===== config.mk =====
export PLATFORM = sky130hd
export DESIGN_NAME = tcc_top
export DESIGN_NICKNAME = d
export VERILOG_FILES = /design/src/tcc_pkg.sv /design/src/tcc_noise_filter.sv /design/src/tcc_top.sv
export VERILOG_INCLUDE_DIRS = /design/src /design/src/src
export SDC_FILE = /design/constraint.sdc
export NUM_CORES = 1
export LEC_CHECK = 0
export BUFFER_PORTS_ARGS = -buffer_cell sky130_fd_sc_hd__buf_2
export CAP_MARGIN = 10
export CORE_MARGIN = 1.5
export CORE_UTILIZATION = 50
export CTS_BUF_LIST = sky130_fd_sc_hd__clkbuf_4 sky130_fd_sc_hd__clkbuf_8
export CTS_CLUSTER_DIAMETER = 80
export CTS_CLUSTER_SIZE = 12
export DETAILED_ROUTE_END_ITERATION = 6
export GPL_ROUTABILITY_DRIVEN = 0
export GPL_TIMING_DRIVEN = 0
export PLACE_DENSITY = 0.86
export SLEW_MARGIN = 20
export SYNTH_ARGS = -nofsm -noshare
export SYNTH_HDL_FRONTEND = slang
export SYNTH_SLANG_ARGS = --single-unit

===== constraint.sdc =====
create_clock -name clk -period 2 [get_ports clk]
set_input_delay 0.1 -clock clk [delete_from_list [all_inputs] [get_ports clk]]
set_output_delay 0.1 -clock clk [all_outputs]
set_load 0.01 [all_outputs]

===== src/tcc_consts.svh =====
// Constants for the timer capture and compare block.
`ifndef TCC_CONSTS_SVH
`define TCC_CONSTS_SVH

// Byte location codes on the CPU port.
`define TCC_LOC_CNT_L 3'h0
`define TCC_LOC_CNT_H 3'h1
`define TCC_LOC_CAP_L 3'h2
`define TCC_LOC_CAP_H 3'h3
`define TCC_LOC_CMPA_L 3'h4
`define TCC_LOC_CMPA_H 3'h5
`define TCC_LOC_CMPB_L 3'h6
`define TCC_LOC_CMPB_H 3'h7

// Waveform mode codes that matter to this block.
`define TCC_MODE_NORMAL 4'h0
`define TCC_MODE_CTC_CMP 4'h4
`define TCC_MODE_CTC_CAP 4'hC
`define TCC_MODE_RSVD 4'hD
`define TCC_MODE_PWM_PC_CAP 4'h8
`define TCC_MODE_PWM_PH_CAP 4'hA
`define TCC_MODE_PWM_FAST_CAP 4'hE

// Output action codes.
`define TCC_ACT_NONE 2'h0
`define TCC_ACT_TOGGLE 2'h1
`define TCC_ACT_CLEAR 2'h2
`define TCC_ACT_SET 2'h3

// Reset values and filter length.
`define TCC_RST_WORD 16'h0000
`define TCC_RST_BYTE 8'h00
`define TCC_FILT_SAMPLES 4

`endif


===== src/tcc_pkg.sv =====
// Types shared by the timer capture and compare block.
package tcc_pkg;

    typedef struct packed {
        logic cap_sync1;
        logic cap_sync2;
        logic cmp_sync1;
        logic cmp_sync2;
        logic edge_prev;
        logic [15:0] capture_reg;
        logic capture_flag;
        logic [7:0] temp;
        logic [7:0] rdata;
        logic [1:0][15:0] buf_val;
        logic [1:0][15:0] act_val;
        logic [1:0] compare_flag;
        logic [1:0] compare_output;
        logic block;
        logic counter_write;
        logic [15:0] counter_wdata;
    } tcc_state_t;

endpackage


===== src/tcc_noise_filter.sv =====
// Noise filter that passes a level once it has been stable for a set number of samples.
`timescale 1ns/1ps
`default_nettype none
`include "tcc_consts.svh"

module tcc_noise_filter #(
    parameter int SAMPLES = `TCC_FILT_SAMPLES
) (
    // Clock and reset
    input wire logic clk,
    input wire logic arst_n,
    // Level in and filtered level out
    input wire logic level_in,
    output logic level_out
);
    typedef struct packed {
        logic [SAMPLES-1:0] hist;
        logic out;
    } tcc_filt_state_t;

    tcc_filt_state_t state_reg;
    tcc_filt_state_t state_next;
    logic [SAMPLES-1:0] hist_new;
    logic all_high;
    logic all_low;

    // The newest sample is one of the four, so the delay is exactly four cycles.
    assign hist_new = {state_reg.hist[SAMPLES-2:0], level_in};
    assign all_high = &hist_new;
    assign all_low = ~|hist_new;

    always_comb begin
        state_next = state_reg;
        state_next.hist = hist_new;
        // The output only moves when every stored sample agrees.
        if (all_high) begin
            state_next.out = 1'b1;
        end else if (all_low) begin
            state_next.out = 1'b0;
        end
    end

    always_ff @(posedge clk or negedge arst_n) begin
        if (!arst_n) begin
            state_reg <= '0;
        end else begin
            state_reg <= state_next;
        end
    end

    assign level_out = state_reg.out;
endmodule
`default_nettype wire


===== src/tcc_top.sv =====
// Input capture and output compare logic of a 16-bit timer.
`timescale 1ns/1ps
`default_nettype none
`include "tcc_consts.svh"

module tcc_top
    import tcc_pkg::*;
#(
    parameter int CHANNELS = 2
) (
    // Clock and reset
    input wire logic clk,
    input wire logic arst_n,
    // CPU byte port
    input wire logic cpu_wr,
    input wire logic cpu_rd,
    input wire logic [2:0] cpu_loc,
    input wire logic [7:0] cpu_wdata,
    output logic [7:0] cpu_rdata,
    // Counter unit
    input wire logic [15:0] counter_value,
    input wire logic timer_tick,
    input wire logic buffer_load,
    output logic counter_write,
    output logic [15:0] counter_wdata,
    // Configuration
    input wire logic [3:0] waveform_mode_select,
    input wire logic comparator_capture_select,
    input wire logic capture_filter_enable,
    input wire logic capture_edge_select,
    input wire logic capture_irq_enable,
    input wire logic [1:0] compare_irq_enable,
    input wire logic [1:0] output_action_select_a,
    input wire logic [1:0] output_action_select_b,
    input wire logic [1:0] force_match_strobe,
    // Flag clearing
    input wire logic capture_flag_clear,
    input wire logic capture_irq_ack,
    input wire logic [1:0] compare_flag_clear,
    input wire logic [1:0] compare_irq_ack,
    // Event sources
    input wire logic capture_input_pin,
    input wire logic comparator_output,
    // Status and events
    output logic capture_flag,
    output logic capture_irq,
    output logic [1:0] compare_flag,
    output logic [1:0] compare_irq,
    output logic [1:0] compare_match,
    output logic [1:0] compare_output,
    output logic [15:0] capture_register,
    output logic [15:0] compare_value_a,
    output logic [15:0] compare_value_b,
    output logic compare_top_a
);
    tcc_state_t state_reg;
    tcc_state_t state_next;
    logic pwm_mode;
    logic cap_top_mode;
    logic src_level;
    logic filt_level;
    logic cap_level;
    logic capture_trig;
    logic [1:0] match_raw;
    logic [1:0][1:0] action;

    // Modes 0, 4, 12 and the reserved 13 are the only non-PWM codes.
    assign pwm_mode = !(waveform_mode_select == `TCC_MODE_NORMAL
        || waveform_mode_select == `TCC_MODE_CTC_CMP
        || waveform_mode_select == `TCC_MODE_CTC_CAP
        || waveform_mode_select == `TCC_MODE_RSVD);
    assign cap_top_mode = waveform_mode_select == `TCC_MODE_PWM_PC_CAP
        || waveform_mode_select == `TCC_MODE_PWM_PH_CAP
        || waveform_mode_select == `TCC_MODE_CTC_CAP
        || waveform_mode_select == `TCC_MODE_PWM_FAST_CAP;

    // Both sources are synchronised first, so switching the selector can
    // itself look like an edge; software clears the flag after a change.
    assign src_level = comparator_capture_select ? state_reg.cmp_sync2 : state_reg.cap_sync2;

    // The filter runs on every system clock regardless of the prescaler.
    tcc_noise_filter #(
        .SAMPLES(`TCC_FILT_SAMPLES)
    ) u_filter (
        .clk(clk),
        .arst_n(arst_n),
        .level_in(src_level),
        .level_out(filt_level)
    );

    assign cap_level = capture_filter_enable ? filt_level : src_level;
    assign capture_trig = !cap_top_mode
        && (cap_level != state_reg.edge_prev)
        && (cap_level == capture_edge_select);

    assign action[0] = output_action_select_a;
    assign action[1] = output_action_select_b;

    function automatic logic apply_action(input logic cur, input logic [1:0] act);
        logic res;
        res = cur;
        unique case (act)
            `TCC_ACT_NONE: res = cur;
            `TCC_ACT_TOGGLE: res = !cur;
            `TCC_ACT_CLEAR: res = 1'b0;
            `TCC_ACT_SET: res = 1'b1;
        endcase
        return res;
    endfunction

    always_comb begin
        for (int i = 0; i < CHANNELS; i++) begin
            match_raw[i] = counter_value == state_reg.act_val[i];
            // A counter write just before the tick hides this tick's match.
            compare_match[i] = timer_tick && match_raw[i] && !state_reg.block;
        end
    end

    always_comb begin
        state_next = state_reg;
        state_next.cap_sync1 = capture_input_pin;
        state_next.cap_sync2 = state_reg.cap_sync1;
        state_next.cmp_sync1 = comparator_output;
        state_next.cmp_sync2 = state_reg.cmp_sync1;
        state_next.edge_prev = cap_level;
        state_next.counter_write = 1'b0;

        // Capture flag: a new capture wins over a clear in the same cycle.
        if (capture_flag_clear || capture_irq_ack) begin
            state_next.capture_flag = 1'b0;
        end
        if (capture_trig) begin
            state_next.capture_reg = counter_value;
            state_next.capture_flag = 1'b1;
        end

        // The block lasts until the next timer tick, even if that is far off.
        if (timer_tick) begin
            state_next.block = 1'b0;
        end

        for (int i = 0; i < CHANNELS; i++) begin
            if (compare_flag_clear[i] || compare_irq_ack[i]) begin
                state_next.compare_flag[i] = 1'b0;
            end
            if (compare_match[i]) begin
                state_next.compare_flag[i] = 1'b1;
            end
            if (!pwm_mode && (compare_match[i] || force_match_strobe[i])) begin
                state_next.compare_output[i] = apply_action(state_reg.compare_output[i],
                    action[i]);
            end
            if (pwm_mode && buffer_load) begin
                state_next.act_val[i] = state_reg.buf_val[i];
            end
        end

        if (cpu_rd) begin
            unique case (cpu_loc)
                `TCC_LOC_CNT_L: begin
                    state_next.rdata = counter_value[7:0];
                    state_next.temp = counter_value[15:8];
                end
                `TCC_LOC_CAP_L: begin
                    state_next.rdata = state_reg.capture_reg[7:0];
                    state_next.temp = state_reg.capture_reg[15:8];
                end
                `TCC_LOC_CNT_H, `TCC_LOC_CAP_H: state_next.rdata = state_reg.temp;
                `TCC_LOC_CMPA_L: state_next.rdata = state_reg.buf_val[0][7:0];
                `TCC_LOC_CMPA_H: state_next.rdata = state_reg.buf_val[0][15:8];
                `TCC_LOC_CMPB_L: state_next.rdata = state_reg.buf_val[1][7:0];
                `TCC_LOC_CMPB_H: state_next.rdata = state_reg.buf_val[1][15:8];
            endcase
        end

        if (cpu_wr) begin
            unique case (cpu_loc)
                `TCC_LOC_CNT_H, `TCC_LOC_CAP_H, `TCC_LOC_CMPA_H, `TCC_LOC_CMPB_H: begin
                    state_next.temp = cpu_wdata;
                end
                `TCC_LOC_CNT_L: begin
                    state_next.counter_write = 1'b1;
                    state_next.counter_wdata = {state_reg.temp, cpu_wdata};
                    state_next.block = 1'b1;
                end
                `TCC_LOC_CAP_L: begin
                    if (cap_top_mode) begin
                        state_next.capture_reg = {state_reg.temp, cpu_wdata};
                    end
                end
                `TCC_LOC_CMPA_L, `TCC_LOC_CMPB_L: begin
                    // Both bytes land together so the compare never sees half a word.
                    state_next.buf_val[cpu_loc[1]] = {state_reg.temp, cpu_wdata};
                    if (!pwm_mode) begin
                        state_next.act_val[cpu_loc[1]] = {state_reg.temp, cpu_wdata};
                    end
                end
            endcase
        end
    end

    always_ff @(posedge clk or negedge arst_n) begin
        if (!arst_n) begin
            state_reg <= '0;
        end else begin
            state_reg <= state_next;
        end
    end

    assign cpu_rdata = state_reg.rdata;
    assign counter_write = state_reg.counter_write;
    assign counter_wdata = state_reg.counter_wdata;
    assign capture_flag = state_reg.capture_flag;
    assign capture_irq = state_reg.capture_flag && capture_irq_enable;
    assign compare_flag = state_reg.compare_flag;
    assign compare_irq = state_reg.compare_flag & compare_irq_enable;
    assign compare_output = state_reg.compare_output;
    assign capture_register = state_reg.capture_reg;
    assign compare_value_a = state_reg.act_val[0];
    assign compare_value_b = state_reg.act_val[1];
    // Channel A can serve the counter as its top value.
    assign compare_top_a = timer_tick && match_raw[0];
endmodule
`default_nettype wire


---- After elaboration in Yosys (flattened, before gate mapping) ----
Index checks and enable logic that the tools add are counted.
Widths: inputs -> output; s select.
operators by class
  magnitude comparators ................... 2
  equality and inequality tests ........... 24
  multiplexer cells ....................... 32
  bitwise operators ....................... 3
  reduce and logical (&&, ||, !) cells .... 43
operators with widths
  kind                number
  $mux 16             7
  $mux 32             3
  $bwmux 32           2
  $pmux 8 s7          1
  $mux 18             2
  $eq 16x16->1        2
  $eq 4x4->1 const B  5
  $mux 17             1
  $demux 16 s1        1
  $mux 8              2
  $pmux 8 s2          1
  $eq 3x3->1 const B  4
  $logic_and 1x1->1   11
  $logic_or 1x1->1    11
  $mux 1              10
  $eq 2x2->1 const B  4
  $reduce_and 2->1    4
  $reduce_or 4->1     2
  $eq 3x2->1 const B  2
  $pmux 1 s3          2
  $reduce_bool 2->1   3
  $logic_not 1->1     5
  $eq 2x1->1 const B  2
  $eq 4x3->1 const B  1
  other kinds (13)    16
word-level totals
  register bits after elaboration ......... 128
  output and inout bits ................... 84
  logic and storage cells ................. 126

---- Longest topological paths before layout ----
Gate-level depths: netlist (run 1).
  word-level depth ........................ 11
  depth in mapped cells ................... 8

---- Modules after synthesis ----
A second synthesis (run 1) with hierarchy kept.
second synthesis, totals
  cell total of the unflattened synthesis .. 671
  area, all modules ....................... 6756.5 um^2
modules (own cells, without submodules)
  module            times used  cells each  area an instance (um^2)
  tcc_top           1           664         6630.1
  tcc_noise_filter  1           7           126.4

---- Worst setup path before layout (run 1) ----
No wires, ideal clock.
  kind .................................... register to register
  start point ............................. reg state_reg[122] (netlist name)
  end point ............................... reg state_reg (netlist bit capture_register[10])
  setup time .............................. 0.126 ns
  arrival time ............................ 1.806 ns
  path slack .............................. 0.068 ns
  cell stages (with the launch flop) ...... 7
  buffers on the path ..................... 1
  cell sequence ........................... dfrtp_1 mux2_4 mux2_4 mux2i_4 or2_4 buf_6 a221o_1
RTL lines
  what                    RTL line        text
  start, declared         tcc_top.sv:56   tcc_state_t state_reg;
  start signal, assigned  tcc_top.sv:206  state_reg <= state_next;

---- Final worst setup path (run 1) ----
  start point ............................. reg state_reg (netlist bit compare_value_a[4])
  end point ............................... out compare_match[0]
between the ends
  word-level cells in the longest chain between the ends .. 3
RTL lines
  what                             RTL line        text
  $eq 16x16->1                     tcc_top.sv:113  match_raw[i] = counter_value == state_reg.act_val[i];
  $logic_and 1x1->1 (2 in series)  tcc_top.sv:115  compare_match[i] = timer_tick && match_raw[i] && !state_reg.block;
  end, declared                    tcc_top.sv:49   output logic [1:0] compare_match,
Every way passes these cells.

==> results of run 1 <==
placed cells by master (no fill, tap or decap), types with 5 or more instances in the layout:
cell type	instances
mux2_2	52
nor2_1	53
xnor2_2	11
a221o_1	12
o21ai_0	23
clkbuf_8	21
buf_6	9
and2_1	18
xor2_1	15
clkbuf_4	6
buf_2	142
dfrtp_1	126
clkbuf_1	13
inv_1	6
mux4_2	5
mux2i_1	45
o22ai_1	5
a21oi_1	18
o221a_2	8
dlygate4sd3_1	22
nand4_1	5
buf_4	102
nor2b_1	7
nand2_1	49
xnor2_1	5
timing repair:
| item | 4_1_cts | 5_1_grt |
|---|---|---|
| hold buffers | 22 | 0 |
| gates resized for setup | 25 | 6 |
| pin swaps | 21 | 16 |
| setup buffers | 17 | 8 |
| cloned | 1 | 0 |
| setup endpoints to repair | 19 | 20 |
| hold endpoints to repair | 154 | 0 |
layout make-up:
class	instances	area share [%]
Multi-Input combinational cell	403	35.4
Clock inverter	5	0.586
Timing Repair Buffer	185	13.2
Inverter	6	0.251
Clock buffer	27	3.72
Sequential cell	128	35.7
Buffer	110	8.63
Tap cell	180	2.51
through the flow:
stage / TNS (ps) / instances / cell area (µm²) / utilization (%) / hold slack, ps
CTS: -737 / 1036 / 8880 / 64.2 / 3.02
floorplan: 0 / 648 / 7030 / - / -196
global route: -1110 / 1044 / 8970 / 64.9 / 30.2
finish: -518 / 1044 / 8970 / 64.9 / 15.5
global placement: -116280 / 964 / 7940 / 57.4 / 209
detailed placement: -5750 / 965 / 7970 / 57.7 / -9.11
power by group through the flow:
stage          clock network [µW]  registers (µW)  logic [µW]
3_3_place_gp                    0            3930        2930
5_1_grt                      2320            4000        3700
3_5_place_dp                    0            3950        3020
6_report                     2200            3940        3470
4_1_cts                      2200            3910        3320
2_1_floorplan                   0            3710        2120
layer usage:
layer | vias to the layer above | track usage (%)
li1 | 2606 | -
met1 | 2970 | 39.0
met2 | 394 | 47.0
met3 | 109 | 7.58
met4 | 0 | 17.5
met5 | - | 0
kinds of logic (layout without fill, tap and decap cells):
| logic type | after synthesis | after routing | synth area share (%) |
|---|---|---|---|
| simple gates | 163 | 163 | 11.1 |
| flops | 128 | 128 | 45.6 |
| buf+inv | 117 | 333 | 11.3 |
| mux | 105 | 105 | 17.1 |
| compound gates | 103 | 103 | 10.9 |
| xor+xnor | 32 | 32 | 3.99 |
worst max-delay path by stage:
stage                             startpoint                              to  slack (ps)  cells past startpoint
2_1_floorplan       state_reg[122]$_DFF_PN0_  capture_register[10]$_DFF_PN0_          70                      6
3_3_place_gp                          arst_n   counter_wdata[10]$_DFFE_PN0P_        -890                      1
3_5_place_dp                      cpu_loc[2]   compare_value_b[13]$_DFF_PN0_        -290                      5
4_1_cts         compare_value_a[9]$_DFF_PN0_                   compare_top_a        -110                      6
5_1_grt        compare_value_a[12]$_DFF_PN0_                compare_match[0]        -230                      6
6_report        compare_value_a[4]$_DFF_PN0_                compare_match[0]        -190                      6
worst max-delay path: stages (launching register included):
cell	delay (ps)
dfrtp_2	430
xnor2_2	180
nand4_1	240
nor4_4	380
and2_4	220
buf_6	90
buf_6	90
==> impl_results.md, run 1 <==
* Outcome: finished with violations
* Failing checks: negative setup slack
* Via density at 5.82
* DR pass1 iterations at 5
* DPL Wire Length at 14200 µm
* FF-to-FF setup slack at -40 ps
* Sequential-to-total area share from yosys stat at 45.6%
* Buffer type at the clock tree root: clkbuf_8
* Number of enable flip-flop cells after synthesis at 0
* Number of H-tree levels at 4
* Achievable Freq at 456 MHz
* Max reg flops at 44
* Pin slew with the least headroom to its limit at 788 ps
* IO Port Bufs at 136
* Pwr/cell area at 1070 nW/µm²
* Maximum resistive drop on vdd at 0.494 mV
* Total global routing track utilization at 30.4%
* Psw at 3210 µW
* Min-Delay Startpoint: cpu_wdata[3]
* First-pass GRT wire length at 32700 µm
* Setup repair after global routing missed its margin: true
* Netlist Area Pre-Place at 7030 µm²
* Layout-stage area growth over the synthesis result at 27.7%
* Met2 Wirelength at 10100 µm
* Startpoint Class: register
* Number of unique standard cell types used by synthesis at 51
* Maximum root-to-sink buffer count at 2
* Final critical-path setup slack at -192 ps
* Syn_area_per_cell at 10.8 µm²
* Worst r2r dst: capture_register[15]$_DFF_PN0_
* Placement-stage worst setup slack at -285 ps
* Initial core utilization at 50.8%
* Met3 Wirelength at 2140 µm
* Switching Fraction at 33.4%
* Internal Dissipation at 6400 µW
* Topmost layer with routed signal wires: met4
* Crit. End Element: output pin
* Power share of the sequential group at 41.0%
* Power share of the combinational group at 36.1%
* Share of layout cells above drive strength 1 at 45.0%
* Synth top area cells: dfrtp_1, buf_4, mux2_2, mux2i_1, nor2_1
* Vias in the first global route at 5920
* Final hold violations at 0
* DRC errors left at 0
* Critical path fanouts, max at 3
* Number of nets in the layout at 908
* Worst hold path depth at 3
* Skew final at 11.8 ps
* Number of clock buffers inserted by TritonCTS at 17
* Worst min-delay path category: primary input to register
* Proportion of register bits with asynchronous set or reset after synthesis at 100%
* Detail-routed net length per standard cell at 21.0 µm
* GR Overflow Total at 0
* Post-synth top cells: dfrtp_1, buf_4, nor2_1
* Final setup violating endpoints at 10
* Clock latency on the worst-skew pair at 460 ps
* Largest net degree at the start of global routing at 95
* Required arrival time at the worst endpoint at 1900 ps
* Number of placed I/O pins at 141
* Fraction of power consumed by the clock network at 22.9%
* Number of max-cap violations at 0
* Die boundary width at 122 µm
* Detailed Route WL at 21900 µm
* Power, Total at 9610 µW
* Leakage power summed over all cells at 0.00431 µW
* Iter 0 DRT Violations at 722
* Post-CTS clock slew at the launch and capture registers of the worst setup and hold paths at 70 ps
* Part of the cycle the worst path needs at 110%
* Launch instance of the worst register-to-register path: state_reg[122]$_DFF_PN0_
* Count of clock tree sinks at 128
* Register bit total from synthesis at 128
* Vert. Die Dim at 122 µm
* Top-count cell post-synth: dfrtp_1
* Post-synth top flop: dfrtp_1
* Hold EP: compare_value_b[3]$_DFF_PN0_
* Top-area cell type share of the netlist area at 45.6%
* Antenna-violating nets left at 0
* Count of cells along the worst register-to-register path at 6
* FP Rows at 43
* Filler cells at 1070
* Area of the multi-input gates at 3170 µm²
* Register area at 3210 µm²
* Leading area contributor after synthesis: dfrtp_1
* Arrival time worst endpoint at 2090 ps
* Placeable core region at 13800 µm²
* Die area at 14800 µm²
* Startpoint-to-endpoint class of the critical path: register to output pin
* TritonCTS clock tree: yes
* Max-slew headroom at the worst pin at 47.5%
* Number of antenna violations at the first check in global routing at 0
* Vias after detailed routing at 6079
* Max-slew violation count at 0
* Cell count after synthesis at 648
* Synth warn at 0
* Antenna diodes at 0
* Fin crit period at 2190 ps
* Nets in the synthesized netlist at 705
* Routed length on met1 at 8350 µm
No activity file was read; power rests on OpenSTA's default activity.
==> inputs of run 2 (changes only) <==
--- a/config.mk
+++ b/config.mk
@@ -17,6 +17,7 @@
 export GPL_ROUTABILITY_DRIVEN = 0
 export GPL_TIMING_DRIVEN = 0
 export PLACE_DENSITY = 0.86
+export SETUP_SLACK_MARGIN = 0.02
 export SLEW_MARGIN = 20
 export SYNTH_ARGS = -nofsm -noshare
 export SYNTH_HDL_FRONTEND = slang
==> impl_results.md, run 2 (synthesized netlist as in run 1, its figures left out) <==
* Max-slew violation count at 0
* Number of clock buffers inserted by TritonCTS at 17
* Max-slew headroom at the worst pin at 49.4%
* Filler cells at 1067
* Commonest cells after routing, fill and taps aside: buf_2, dfrtp_1, buf_4, nor2_1, mux2_2
* Part of the cycle the worst path needs at 110%
* Area of the multi-input gates at 3170 µm²
* Number of placed I/O pins at 141
* Iter 0 DRT Violations at 757
* GR Overflow Total at 0
* Antenna-violating nets left at 0
* Initial core utilization at 50.8%
* Register area at 3210 µm²
* IO Port Bufs at 136
* Layout-stage area growth over the synthesis result at 27.8%
* Ordered list of cells on the worst path: xnor2_2, nand4_1, nor4_4, and2_4, buf_6, buf_6
* Sum of buffers and inverters on the critical path at 2
* Crit. End Element: output pin
* Buffer type at the clock tree root: clkbuf_8
* Number of max-cap violations at 0
* Final setup violating endpoints at 12
* Post-CTS clock slew at the launch and capture registers of the worst setup and hold paths at 70 ps
* Fin crit period at 2190 ps
* Commonest non-fill, non-tap cell in the layout: buf_2
* Worst min-delay path category: primary input to register
* Final critical-path setup slack at -194 ps
* Arrival time worst endpoint at 2090 ps
* TritonCTS clock tree: yes
* Library cell contributing the largest single delay on the critical path: dfrtp_2
* Detail-routed net length per standard cell at 21.0 µm
* Cell class contributing the biggest share of worst-path delay: simple AND/OR/NAND/NOR gates
* Largest net degree at the start of global routing at 95
* Final sum of negative setup slack at -636 ps
* Detailed Route WL at 21900 µm
* Number of nets in the layout at 909
* Max reg flops at 44
* Placeable core region at 13800 µm²
* Biggest cell delay along the critical path at 440 ps
* Required arrival time at the worst endpoint at 1900 ps
* Maximum root-to-sink buffer count at 2
* Critical Path Most Common Cell: buf_6
* Achievable Freq at 456 MHz
* First-pass GRT wire length at 32700 µm
* Post-Layout Inst Area at 8980 µm²
* Share of layout cells above drive strength 1 at 45.0%
* Total global routing track utilization at 30.4%
* Antenna diodes at 0
* Setup repair after global routing missed its margin: true
* Vias after detailed routing at 6063
* Maximum resistive drop on vdd at 0.495 mV
* Number of H-tree levels at 4
* DRC errors left at 3
* Startpoint Class: register
* Die area at 14800 µm²
* Die boundary width at 122 µm
* DPL Wire Length at 14200 µm
* DR pass1 iterations at 7
* Vias in the first global route at 5920
* Clock latency on the worst-skew pair at 460 ps
* Number of antenna violations at the first check in global routing at 0
* Failing checks: design-rule violations, negative setup slack
* Count of clock tree sinks at 128
* Final hold violations at 0
* Via density at 5.80
* Critical path fanouts, max at 3
* Outcome: finished with violations
* Leakage power summed over all cells at 0.00432 µW
* Skew final at 15.4 ps
* Startpoint-to-endpoint class of the critical path: register to output pin
* Vert. Die Dim at 122 µm
* FP Rows at 43
* Pin slew with the least headroom to its limit at 758 ps
* Pwr/cell area at 1070 nW/µm²
* Placed cell areas at 7970 µm²
==> run 2: routing by layer <==
| layer | wire, µm | vias to the layer above | share of wire, % | track usage (%) |
|---|---|---|---|---|
| li1 | - | 2616 | - | - |
| met4 | 1170 | 0 | 5.3 | 17.5 |
| met3 | 2370 | 95 | 11 | 7.58 |
| met1 | 8180 | 2904 | 37 | 39.0 |
| met5 | 0 | - | 0 | 0 |
| met2 | 10200 | 448 | 47 | 47.0 |
==> run 2: worst paths after layout <==
check                      cells after the start  slack [ps]                    startpoint                              to
max                                            6        -190  compare_value_a[4]$_DFF_PN0_                compare_match[0]
max reg2reg                                    6         -50      state_reg[122]$_DFF_PN0_  capture_register[15]$_DFF_PN0_
min                                            3          20                  cpu_wdata[3]    compare_value_b[3]$_DFF_PN0_
max in group asynchronous                      3        1140                        arst_n    compare_value_a[2]$_DFF_PN0_
min reg2reg                                    0         360     state_next[122]$_DFF_PN0_        state_reg[122]$_DFF_PN0_
min in group asynchronous                      2         100                        arst_n    counter_wdata[1]$_DFFE_PN0P_
==> run 2: power breakdown <==
part / total [µW] / internal (µW) / switching (µW)
combinational: 3470 / 1950 / 1520
sequential: 3940 / 3260 / 682
clock: 2200 / 1190 / 1010
==> run 2: worst min-delay path: cells and delay by family <==
kind | cells | cell delay [ps]
buffers and inverters | 1 | 170
AO/OA/AOI/OAI | 1 | 70
AND/OR/NAND/NOR | 1 | 70
==> run 2: per-stage QoR <==
step / std cells / hold slack [ps] / utilization, % / setup slack (ps) / total power, µW
floorplan: 648 / -196 / - / 68.5 / 5830
global placement: 964 / 209 / 57.4 / -887 / 6860
detailed placement: 965 / -9.11 / 57.7 / -285 / 6960
CTS: 1037 / 3.02 / 64.3 / -107 / 9430
global route: 1045 / 30.6 / 65.0 / -233 / 10000
finish: 1045 / 16.9 / 65.0 / -194 / 9610
==> run 2: layout make-up <==
cell class	count	share of cell area, %
Timing Repair Buffer	185	13.2
Sequential cell	128	35.7
Buffer	111	8.71
Multi-Input combinational cell	403	35.3
Tap cell	180	2.51
Inverter	6	0.251
Clock buffer	27	3.72
Clock inverter	5	0.585
==> run 2: repair_timing <==
action | 4_1_cts | 5_1_grt
gates cloned | 1 | 0
gates resized for setup | 25 | 7
hold buffers | 22 | 0
pin swaps | 21 | 16
endpoints found under the setup margin | 21 | 23
setup buffers | 17 | 8
hold endpoints to repair | 154 | 0
